==> config.mk <==
export PLATFORM = sky130hd
export DESIGN_NAME = tpd_device_flat
export DESIGN_NICKNAME = d
export VERILOG_FILES = /design/src/hdl/tpd_pkg.sv /design/src/hdl/tpd_if.sv /design/src/hdl/tpd_device.sv /design/src/flat_wrapper.sv
export SDC_FILE = /design/constraint.sdc
export NUM_CORES = 1
export LEC_CHECK = 0
export BUFFER_PORTS_ARGS = -buffer_cell sky130_fd_sc_hd__buf_2
export CAP_MARGIN = 25
export CORE_AREA = 5 5 104 106
export CTS_CLUSTER_DIAMETER = 150
export CTS_CLUSTER_SIZE = 25
export DETAILED_ROUTE_END_ITERATION = 16
export DIE_AREA = 0 0 109 111
export MAX_ROUTING_LAYER = met4
export PLACE_DENSITY = 0.58
export SLEW_MARGIN = 20
export SYNTH_ARGS = -nofsm -noshare
export SYNTH_HDL_FRONTEND = slang
export SYNTH_SLANG_ARGS = --single-unit
==> constraint.sdc <==
create_clock -name clk -period 4.9 [get_ports clk]
set_clock_uncertainty 0.15 [all_clocks]
set_input_delay 0.49 -clock clk [delete_from_list [all_inputs] [get_ports clk]]
set_output_delay 0.49 -clock clk [all_outputs]
set_load 0.005 [all_outputs]
==> src/hdl/tpd_pkg.sv <==
// shared constants, types and decode functions of the three-phase pwm input decoder
package tpd_pkg;
    localparam int PHASES = 3;
    localparam int CLK_HZ = 40_000_000;
    localparam int CLK_MHZ = 40;
    localparam logic [1:0] SEL_6IN_A = 2'h0;
    localparam logic [1:0] SEL_6IN_B = 2'h1;
    localparam logic [1:0] SEL_3IN = 2'h2;
    localparam logic [1:0] SEL_GEN = 2'h3;
    localparam logic [1:0] SEL_RESET = SEL_6IN_A;
    localparam logic [1:0] STRAP_GND = 2'h0;
    localparam logic [1:0] STRAP_RES_GND = 2'h1;
    localparam logic [1:0] STRAP_RAIL = 2'h2;
    localparam logic [1:0] STRAP_FLOAT = 2'h3;
    localparam int READY_TIME_MS = 1;
    localparam int READY_CYCLES = READY_TIME_MS * (CLK_HZ / 1000);
    localparam int SEL_GAP_NS = 300;
    localparam int SEL_GAP_CYCLES = (SEL_GAP_NS * CLK_MHZ + 999) / 1000;
    localparam int WAKE_CYCLES = 400;
    localparam int FRAME_CYCLES = 16;
    localparam int SLEEP_HOLD_CYCLES = 2;
    localparam int FAULT_W = 6;
    localparam int FLT_SUPPLY_UNDERVOLTAGE_LOCKOUT = 0;
    localparam int FLT_CHARGE_PUMP_UNDERVOLTAGE = 1;
    localparam int FLT_OCP = 2;
    localparam int FLT_REG_UV = 3;
    localparam int FLT_OTW = 4;
    localparam int FLT_OVERTEMPERATURE_SHUTDOWN = 5;
    localparam logic [FAULT_W-1:0] FAULT_RESET = 6'h00;

    typedef enum logic [1:0] {MODE_6IN, MODE_3IN, MODE_GEN} tpd_mode_type;
    typedef enum logic [1:0] {PH_HIZ, PH_LOW, PH_HIGH} tpd_phase_type;

    function automatic tpd_mode_type tpd_mode_from_select(input logic [1:0] sel);
        case (sel)
            SEL_6IN_A, SEL_6IN_B: return MODE_6IN;
            SEL_3IN: return MODE_3IN;
            default: return MODE_GEN;
        endcase
    endfunction

    function automatic tpd_mode_type tpd_mode_from_strap(input logic [1:0] strap);
        case (strap)
            STRAP_GND, STRAP_RES_GND: return MODE_6IN;
            default: return MODE_3IN;
        endcase
    endfunction
endpackage

==> src/hdl/tpd_if.sv <==
// link between the phase decoder and its controller
`timescale 1ns/1ps
interface tpd_if;
    logic [2:0] phase_high_side_input;
    logic [2:0] phase_low_side_input;
    logic sleep_bar_input;
    logic [1:0] mode_strap;
    logic serial_select_bar;
    logic [1:0] cfg_mode_value;
    logic cfg_mode_write;
    logic fault_flag_bar_out;
    logic fault_flag_bar_oe_n;
    logic fault_flag_bar;

    // open-drain with pull-up: released pin reads high
    assign fault_flag_bar = fault_flag_bar_oe_n ? 1'b1 : fault_flag_bar_out;

    modport device (
        input phase_high_side_input,
        input phase_low_side_input,
        input sleep_bar_input,
        input mode_strap,
        input serial_select_bar,
        input cfg_mode_value,
        input cfg_mode_write,
        output fault_flag_bar_out,
        output fault_flag_bar_oe_n
    );
    modport host (
        output phase_high_side_input,
        output phase_low_side_input,
        output sleep_bar_input,
        output mode_strap,
        output serial_select_bar,
        output cfg_mode_value,
        output cfg_mode_write,
        input fault_flag_bar
    );
endinterface

==> src/hdl/tpd_device.sv <==
// device end: mode selection, phase decoding, wake sequencing and fault pin
`timescale 1ns/1ps
module tpd_device
    import tpd_pkg::*;
#(
    parameter bit STRAPPED = 1'b1,
    parameter int READY_CYC = READY_CYCLES,
    parameter int WAKE_CYC = WAKE_CYCLES
)
(
    input wire logic clk,
    input wire logic nrst,
    tpd_if.device link,
    input wire logic [PHASES-1:0] gen_high,
    input wire logic [PHASES-1:0] gen_low,
    input wire logic [FAULT_W-1:0] fault_events,
    output logic [PHASES-1:0] high_switch_on,
    output logic [PHASES-1:0] low_switch_on,
    output logic [2*PHASES-1:0] phase_output,
    output tpd_mode_type active_mode,
    output logic awake,
    output logic serial_ready,
    output logic [FAULT_W-1:0] fault_status
);
    logic [31:0] wake_cnt_q;
    logic [31:0] wake_cnt_d;
    logic awake_q;
    logic awake_d;
    logic [1:0] strap_q;
    logic [1:0] strap_d;
    logic [1:0] sel_q;
    logic [1:0] sel_d;
    logic [31:0] ready_cnt_q;
    logic [31:0] ready_cnt_d;
    logic ready_q;
    logic ready_d;
    logic [PHASES-1:0] hs_q;
    logic [PHASES-1:0] hs_d;
    logic [PHASES-1:0] ls_q;
    logic [PHASES-1:0] ls_d;
    logic [2*PHASES-1:0] ph_q;
    logic [2*PHASES-1:0] ph_d;
    logic [FAULT_W-1:0] flt_q;
    logic [FAULT_W-1:0] flt_d;
    logic flt_oe_n_q;
    logic flt_oe_n_d;
    tpd_mode_type mode;

    // wake interval and strap capture
    always_comb
    begin
        wake_cnt_d = wake_cnt_q;
        awake_d = awake_q;
        strap_d = strap_q;
        if (!link.sleep_bar_input)
        begin
            wake_cnt_d = 32'h0000_0000;
            awake_d = 1'b0;
        end
        else if (!awake_q)
        begin
            wake_cnt_d = wake_cnt_q + 32'h0000_0001;
            if (wake_cnt_q == 32'(WAKE_CYC - 1))
            begin
                awake_d = 1'b1;
                // the strap is sampled once per wake, so changes while awake are ignored
                strap_d = link.mode_strap;
            end
        end
    end

    always_ff @(posedge clk or negedge nrst)
    begin
        if (!nrst)
        begin
            wake_cnt_q <= 32'h0000_0000;
            awake_q <= 1'b0;
            strap_q <= STRAP_GND;
        end
        else
        begin
            wake_cnt_q <= wake_cnt_d;
            awake_q <= awake_d;
            strap_q <= strap_d;
        end
    end

    // serial port readiness and mode select field
    always_comb
    begin
        ready_cnt_d = ready_cnt_q;
        ready_d = ready_q;
        sel_d = sel_q;
        if (!ready_q)
        begin
            ready_cnt_d = ready_cnt_q + 32'h0000_0001;
            if (ready_cnt_q == 32'(READY_CYC - 1))
            begin
                ready_d = 1'b1;
            end
        end
        // writes before readiness are dropped; the controller is expected to wait
        if (!STRAPPED && ready_q && link.cfg_mode_write && !link.serial_select_bar)
        begin
            sel_d = link.cfg_mode_value;
        end
    end

    always_ff @(posedge clk or negedge nrst)
    begin
        if (!nrst)
        begin
            ready_cnt_q <= 32'h0000_0000;
            ready_q <= 1'b0;
            sel_q <= SEL_RESET;
        end
        else
        begin
            ready_cnt_q <= ready_cnt_d;
            ready_q <= ready_d;
            sel_q <= sel_d;
        end
    end

    assign mode = STRAPPED ? tpd_mode_from_strap(strap_q) : tpd_mode_from_select(sel_q);

    // per-phase decode
    always_comb
    begin
        tpd_phase_type st;
        st = PH_HIZ;
        hs_d = '0;
        ls_d = '0;
        ph_d = '0;
        for (int i = 0; i < PHASES; i++)
        begin
            st = PH_HIZ;
            if (awake_q)
            begin
                case (mode)
                    MODE_6IN:
                    begin
                        // both high is treated as hi-z, never as shoot-through
                        if (link.phase_high_side_input[i] && !link.phase_low_side_input[i])
                        begin
                            st = PH_HIGH;
                        end
                        else if (!link.phase_high_side_input[i] && link.phase_low_side_input[i])
                        begin
                            st = PH_LOW;
                        end
                    end
                    MODE_3IN:
                    begin
                        if (link.phase_low_side_input[i])
                        begin
                            st = link.phase_high_side_input[i] ? PH_HIGH : PH_LOW;
                        end
                    end
                    MODE_GEN:
                    begin
                        if (gen_high[i] != gen_low[i])
                        begin
                            st = gen_high[i] ? PH_HIGH : PH_LOW;
                        end
                    end
                    default:
                    begin
                        st = PH_HIZ;
                    end
                endcase
            end
            // one state per phase, so at most one switch can be on
            hs_d[i] = (st == PH_HIGH);
            ls_d[i] = (st == PH_LOW);
            ph_d[2*i +: 2] = st;
        end
    end

    always_ff @(posedge clk or negedge nrst)
    begin
        if (!nrst)
        begin
            hs_q <= '0;
            ls_q <= '0;
            ph_q <= '0;
        end
        else
        begin
            hs_q <= hs_d;
            ls_q <= ls_d;
            ph_q <= ph_d;
        end
    end

    // fault pin and detailed fault status
    always_comb
    begin
        flt_d = fault_events;
        flt_oe_n_d = !(|fault_events);
    end

    always_ff @(posedge clk or negedge nrst)
    begin
        if (!nrst)
        begin
            flt_q <= FAULT_RESET;
            flt_oe_n_q <= 1'b1;
        end
        else
        begin
            flt_q <= flt_d;
            flt_oe_n_q <= flt_oe_n_d;
        end
    end

    assign link.fault_flag_bar_out = 1'b0;
    assign link.fault_flag_bar_oe_n = flt_oe_n_q;
    assign high_switch_on = hs_q;
    assign low_switch_on = ls_q;
    assign phase_output = ph_q;
    assign active_mode = mode;
    assign awake = awake_q;
    assign serial_ready = ready_q;
    assign fault_status = STRAPPED ? FAULT_RESET : flt_q;
endmodule

==> src/flat_wrapper.sv <==
// flat-port wrapper written by rule: the top's interface ports become plain ports
module tpd_device_flat import tpd_pkg::*;
#(
    parameter bit STRAPPED = 1'b1,
    parameter int READY_CYC = READY_CYCLES,
    parameter int WAKE_CYC = WAKE_CYCLES
)
  (clk, nrst, gen_high, gen_low, fault_events, high_switch_on, low_switch_on, phase_output, active_mode, awake, serial_ready, fault_status, link_phase_high_side_input, link_phase_low_side_input, link_sleep_bar_input, link_mode_strap, link_serial_select_bar, link_cfg_mode_value, link_cfg_mode_write, link_fault_flag_bar_out, link_fault_flag_bar_oe_n);
  tpd_if link_i ();
  input wire logic clk;
  input wire logic nrst;
  input wire logic [PHASES-1:0] gen_high;
  input wire logic [PHASES-1:0] gen_low;
  input wire logic [FAULT_W-1:0] fault_events;
  output logic [PHASES-1:0] high_switch_on;
  output logic [PHASES-1:0] low_switch_on;
  output logic [2*PHASES-1:0] phase_output;
  output tpd_mode_type active_mode;
  output logic awake;
  output logic serial_ready;
  output logic [FAULT_W-1:0] fault_status;
  input wire logic [$bits(link_i.phase_high_side_input)-1:0] link_phase_high_side_input;
  input wire logic [$bits(link_i.phase_low_side_input)-1:0] link_phase_low_side_input;
  input wire logic [$bits(link_i.sleep_bar_input)-1:0] link_sleep_bar_input;
  input wire logic [$bits(link_i.mode_strap)-1:0] link_mode_strap;
  input wire logic [$bits(link_i.serial_select_bar)-1:0] link_serial_select_bar;
  input wire logic [$bits(link_i.cfg_mode_value)-1:0] link_cfg_mode_value;
  input wire logic [$bits(link_i.cfg_mode_write)-1:0] link_cfg_mode_write;
  output wire logic [$bits(link_i.fault_flag_bar_out)-1:0] link_fault_flag_bar_out;
  output wire logic [$bits(link_i.fault_flag_bar_oe_n)-1:0] link_fault_flag_bar_oe_n;
  assign link_i.phase_high_side_input = link_phase_high_side_input;
  assign link_i.phase_low_side_input = link_phase_low_side_input;
  assign link_i.sleep_bar_input = link_sleep_bar_input;
  assign link_i.mode_strap = link_mode_strap;
  assign link_i.serial_select_bar = link_serial_select_bar;
  assign link_i.cfg_mode_value = link_cfg_mode_value;
  assign link_i.cfg_mode_write = link_cfg_mode_write;
  assign link_fault_flag_bar_out = link_i.fault_flag_bar_out;
  assign link_fault_flag_bar_oe_n = link_i.fault_flag_bar_oe_n;
  tpd_device #(.STRAPPED(STRAPPED), .READY_CYC(READY_CYC), .WAKE_CYC(WAKE_CYC)) u_core (.clk(clk), .nrst(nrst), .link(link_i), .gen_high(gen_high), .gen_low(gen_low), .fault_events(fault_events), .high_switch_on(high_switch_on), .low_switch_on(low_switch_on), .phase_output(phase_output), .active_mode(active_mode), .awake(awake), .serial_ready(serial_ready), .fault_status(fault_status));
endmodule
==> results of run 1 <==
==> stage by stage <==
step / total power (W) / instance area (µm²) / hold slack (ps) / std cells
floorplan: 0.000693 / 3760 / 44.4 / 357
global placement: 0.000711 / 3980 / 313 / 504
detailed placement: 0.000712 / 3980 / 319 / 504
CTS: 0.00121 / 4180 / 74.1 / 520
global route: 0.00124 / 4210 / 77.8 / 521
finish: 0.00119 / 4210 / 18.1 / 521
==> critical path, stage by stage, from the launching register on <==
cell and delay [ps]:
dfrtp_1 580, nand4b_1 420, nor4_2 850, nand4_1 220
xor2_1 190, nor2_1 60
==> report_power, final <==
group / internal [W] / leakage [nW] / total [W] / switching (W)
sequential: 0.000662 / 1.10 / 0.000665 / 0.00000282
combinational: 0.0000114 / 0.752 / 0.0000359 / 0.0000245
clock: 0.000262 / 0.103 / 0.000490 / 0.000228
==> kinds of logic (layout without fill, tap and decap cells) <==
| family | count (synthesis) | count (layout) | synth area share (%) |
|---|---|---|---|
| buffers and inverters | 21 | 52 | 3.15 |
| DFF | 80 | 80 | 53.7 |
| adders and majority gates | 2 | 2 | 0.671 |
| other | 1 | 8 | 0.101 |
| AOI/OAI and AO/OA | 12 | 12 | 1.81 |
| xor gates and xnor gates | 60 | 60 | 14.1 |
| and+or+nand+nor | 171 | 171 | 25.6 |
| muxes | 3 | 3 | 0.872 |
==> sequential cells by signal (all words and copies together), names as in the netlist <==
signal and count:
u_core.ready_cnt_q 32, u_core.wake_cnt_q 32, u_core.phase_output 6, u_core.high_switch_on 3, u_core.low_switch_on 3, u_core.awake 1, u_core.link.fault_flag_bar_oe_n 1, u_core.serial_ready 1
u_core.strap_q 1
==> cell usage in the layout, fill, tap and decap left out, types with 3 or more instances in the layout <==
master,n
a21oi_1,5
and2_1,4
and3_1,12
and3b_1,4
and4_1,5
buf_2,30
clkbuf_8,11
conb_1,8
dfrtp_1,79
inv_1,4
nand2_1,21
nand3_1,24
nand3b_1,3
nand4_1,15
nand4b_1,3
nor2_1,42
nor3_1,8
nor4_1,9
o21ai_0,5
or3_1,5
or4_1,4
xnor2_1,29
xor2_1,31
==> worst paths after layout <==
check                                       start                               to  cells past startpoint  slack [ps]
max                                  u_core.awake            u_core.wake_cnt_q[22]                      5        2300
min                                          nrst            u_core.wake_cnt_q[20]                      1          20
max reg2reg                          u_core.awake            u_core.wake_cnt_q[22]                      5        2300
min reg2reg                u_core.ready_cnt_q[31]           u_core.ready_cnt_q[31]                      1         320
max in group asynchronous                    nrst            u_core.ready_cnt_q[4]                      1        4090
min in group clk                  fault_events[0]  u_core.link.fault_flag_bar_oe_n                      2         100
==> layout make-up <==
type / count / area (µm²) / area share [%]
multi-input combinational: 256 / 1640 / 38.9
clock buffer: 13 / 159 / 3.78
sequential: 80 / 2000 / 47.6
clock inverter: 3 / 40.0 / 0.951
timing repair buffer: 32 / 189 / 4.49
inverter: 4 / 15.0 / 0.357
tap: 133 / 166 / 3.95
==> metal layers <==
metal	vias to the layer above	global-route usage, %	wire [µm]
li1	1261	-	-
met5	-	-	0
met2	37	17.5	3120
met4	0	6.48	184
met1	1231	18.2	3490
met3	16	2.85	237
==> flow_metrics.py, run 1 <==
metrics = {
    "finish": {
        "fillCellCount": 959,
        "post-route-util_pct": 43.5,
        "drive_gt1_share_pct": 14.4,
        "antenna_cells": 0,
        "syn_to_final_growth_pct": 12.8,
        "nets": 412,
    },
    "drt": {
        "wl_per_cell_um": 13.5,
        "ant_nets": 0,
        "wirelength_um": 7030,
        "vias": 2545,
        "drt_first_pass_iters": 4,
        "drc": 0,
        "vias_per_cell": 4.88,
        "drtIter0Drc": 141,
    },
    "run_status": {
        "status": "finished clean",
    },
    "logic_synthesis": {
        "synth_most_common_cell": "dfrtp_1",
        "ys.flop_type": "dfrtp_1",
        "yosys-top-cells-count": "79 x dfrtp_1, 42 x nor2_1, 31 x xor2_1, 29 x xnor2_1, 24 x nand3_1",
        "ys_seq_elements": 80,
        "synth_area_leader_cell": "dfrtp_1",
        "synth-edff-count": 0,
        "async_flop_share_pct": 100,
        "yosys_warnings": 0,
        "synth_cells": 350,
        "synthTopCellsByArea": "dfrtp_1 53%, xor2_1 7.3%, xnor2_1 6.8%",
        "ys_types": 43,
        "synthesis.area_per_instance_um2": 10.7,
        "synth.yosys.seq_area_share_pct": 53.7,
        "netlist.area_leader.share_pct": 53.0,
        "syn_area_mm2": 0.00373,
    },
    "worst_setup_path": {
        "cp-end-kind": "register",
        "cp.required_ps": 4980,
        "worst_setup_path_start_kind": "register",
        "critPathArrivalTime_ps": 2680,
        "critPathMaxFanout": 20,
        "crit_type": "reg -> reg",
    },
    "global_route": {
        "antenna_found_initial": 0,
        "track_usage_pct": 13.0,
        "first_global_vias": 2494,
        "grt_max_degree": 81,
        "grt_pass1_wl_um": 12100,
        "overflow": 0,
    },
    "clock_network": {
        "holdBufCountCts": 0,
        "numCtsBuffers": 9,
        "clock_tree.root_cell": "clkbuf_8",
        "clk_pin_slew_ps": 80,
        "clk_latency_ps": 350,
        "clock-sinks": 80,
        "cts_buffer_depth": 2,
        "post-cts-setup-buffers": 0,
        "cts_tree": "built",
        "htree_levels": 3,
        "cts_resized": 0,
    },
    "die": {
        "dieArea_mm2": 0.0121,
        "die_h_um": 111,
        "coreArea_mm2": 0.00968,
        "initial_core_util_pct": 38.5,
        "die_x_um": 109,
        "rows": 36,
        "io_pins": 51,
    },
    "hold_path": {
        "worst_hold_path_type": "in -> async",
    },
    "sta": {
        "relSlewSlack_pct": 39.2,
        "min_period_ps": 2600,
        "min_period_over_period_pct": 53.0,
        "worstMarginPinSlew_ps": 904,
        "fmax_mhz": 385,
        "setup_violations": 0,
        "finalHoldViolCount": 0,
        "tns_ps": 0,
        "rsz0062_at_grt": "false",
        "drv_slew": 0,
        "timing.final.ws_setup_ps": 2300,
    },
    "placement": {
        "dp_slack_ps": 2320,
        "gp_congestion": 0.782,
        "port_buffers": 31,
        "hpwl_um": 4830,
    },
    "pwr": {
        "p_leak_nw": 1.95,
        "powerDensity_mw_per_mm2": 283,
        "vdd_drop_max_mv": 0.133,
    },
    "job": {
        "maxCapViolCount": 0,
    },
}
Power figures use the tool's default switching activity.
==> inputs of run 2 (changes only) <==
clock period = 2.6 ns   (was 4.9 ns; I/O delays follow)
==> run 2 against run 1 <==
  * Clock-buffer cell count down 2
  * Power up 110%
  * Register-to-register slack worse by 2000 ps
  * Via count up 2.2%
  * Non-clock buffer count up 13
  * First-iteration DRC count down 9.2%
  * Clock power up 130%
  * Die area unchanged
  * Sequential cell count unchanged
  * Cell area up 3.6%
  * Sequential share of layout area down 1.7 points
==> flow_metrics.py, run 2 (synthesized netlist as in run 1, its figures left out) <==
metrics = {
    "run_status": {
        "status": "finished clean",
    },
    "finish": {
        "syn_to_final_growth_pct": 16.9,
        "final_common_cell": "dfrtp_1",
        "post-route-util_pct": 45.0,
        "final_cells": 534,
        "antenna_cells": 0,
        "drive_gt1_share_pct": 15.7,
        "nets": 425,
        "layout_common_cells": "79 x dfrtp_1, 42 x nor2_1, 31 x xor2_1",
    },
    "drt": {
        "routed.top_layer": "met4",
        "wl_per_cell_um": 13.2,
        "drt_first_pass_iters": 4,
        "ant_nets": 0,
        "vias_per_cell": 4.87,
        "wl_met2_um": 3150,
        "vias": 2602,
        "met1Wirelength_um": 3430,
        "wirelength_um": 7070,
        "drc": 0,
        "drtIter0Drc": 128,
        "dr_wl_met3_um": 328,
    },
    "worst_setup_path": {
        "cp_cell_sequence": "or4_1 -> nor4_1 -> nor3b_1 -> mux2_2",
        "max_stage_delay_ps": 560,
        "critPathMaxFanout": 4,
        "crit_family": "simple AND/OR/NAND/NOR gates",
        "cp_slowest_cell": "or4_1",
        "worstReg2RegStart": "u_core.wake_cnt_q[24]",
        "cp-startpoint": "u_core.wake_cnt_q[24]",
        "crit_type": "reg -> reg",
        "critPathArrivalTime_ps": 2410,
        "worst_setup_path_start_kind": "register",
        "cp.required_ps": 2690,
        "cp-end-kind": "register",
        "path_buf_inv": 0,
    },
    "clock_network": {
        "numCtsBuffers": 9,
        "post-cts-setup-buffers": 0,
        "clk_pin_slew_ps": 80,
        "cts_tree": "built",
        "htree_levels": 3,
        "clock_tree.root_cell": "clkbuf_8",
        "cts_resized": 0,
        "clk_latency_ps": 360,
        "cts_buffer_depth": 2,
        "clock-sinks": 80,
    },
    "job": {
        "maxCapViolCount": 0,
    },
    "global_route": {
        "track_usage_pct": 13.3,
        "grt_pass1_wl_um": 12300,
        "grt_max_degree": 81,
        "first_global_vias": 2531,
        "overflow": 0,
        "antenna_found_initial": 0,
    },
    "sta": {
        "min_period_ps": 2320,
        "worstMarginPinSlew_ps": 710,
        "relSlewSlack_pct": 52.7,
        "min_period_over_period_pct": 89.2,
        "tns_ps": 0,
        "finalHoldViolCount": 0,
        "rsz0062_at_grt": "false",
        "fmax_mhz": 431,
        "drv_slew": 0,
        "setup_violations": 0,
    },
    "pwr": {
        "p_leak_nw": 2.03,
        "total_power_w": 0.00247,
        "powerDensity_mw_per_mm2": 565,
        "vdd_drop_max_mv": 0.266,
    },
    "die": {
        "die_x_um": 109,
        "coreArea_mm2": 0.00968,
        "die_h_um": 111,
        "rows": 36,
        "io_pins": 51,
        "dieArea_mm2": 0.0121,
        "initial_core_util_pct": 38.5,
    },
    "placement": {
        "port_buffers": 31,
        "gp_congestion": 0.771,
        "dp.cells": 510,
        "hpwl_um": 4740,
    },
    "hold_path": {
        "hold_start": "link_phase_high_side_input[2]",
        "worst_hold_path_type": "in -> reg",
    },
}
## run 2: area by class of cell
cell class / count / area, µm²
well taps: 133 / 166
clock inverters: 5 / 103
clock buffers: 11 / 151
repair buffers: 45 / 287
flip-flops and latches: 80 / 2000
multi-input cells: 256 / 1640
fillers: 924 / 5320
inverters: 4 / 15.0
## run 2: report_power, final
part | internal, W | total, W | switching, W
combinational | 0.0000253 | 0.0000722 | 0.0000470
clock | 0.000689 | 0.00114 | 0.000454
sequential | 0.00125 | 0.00125 | 0.00000451
total | 0.00196 | 0.00247 | 0.000505
## run 2: stage by stage
step / instance area (µm²) / hold slack (ps) / setup WS (ps)
CTS: 4360 / 4.02 / 272
detailed placement: 4020 / 238 / 322
finish: 4360 / 31.2 / 282
global placement: 4020 / 230 / 348
global route: 4360 / 20.2 / 179
floorplan: 3760 / -186 / 443
## run 2: repair_timing
action	4_1_cts	5_1_grt
endpoints found under the hold margin	85	0
hold buffers	8	0
setup endpoints to repair	0	0
## run 2: routing by layer
metal  global-route usage [%]  vias up
li1                         -     1288
met1                     18.2     1245
met2                     18.0       56
met3                     3.55       13
met4                     6.57        0
met5                        -        -
## run 2: path summary, 6_finish.rpt
path,endpoint,slack [ps],depth (start not counted)
min reg2reg,u_core.ready_cnt_q[19],340,1
min in group asynchronous,u_core.wake_cnt_q[20],330,2
max reg2reg,u_core.strap_q[1],280,4
max in group asynchronous,u_core.link.fault_flag_bar_oe_n,1380,3
max,u_core.strap_q[1],280,4
min,u_core.high_switch_on[2],30,2
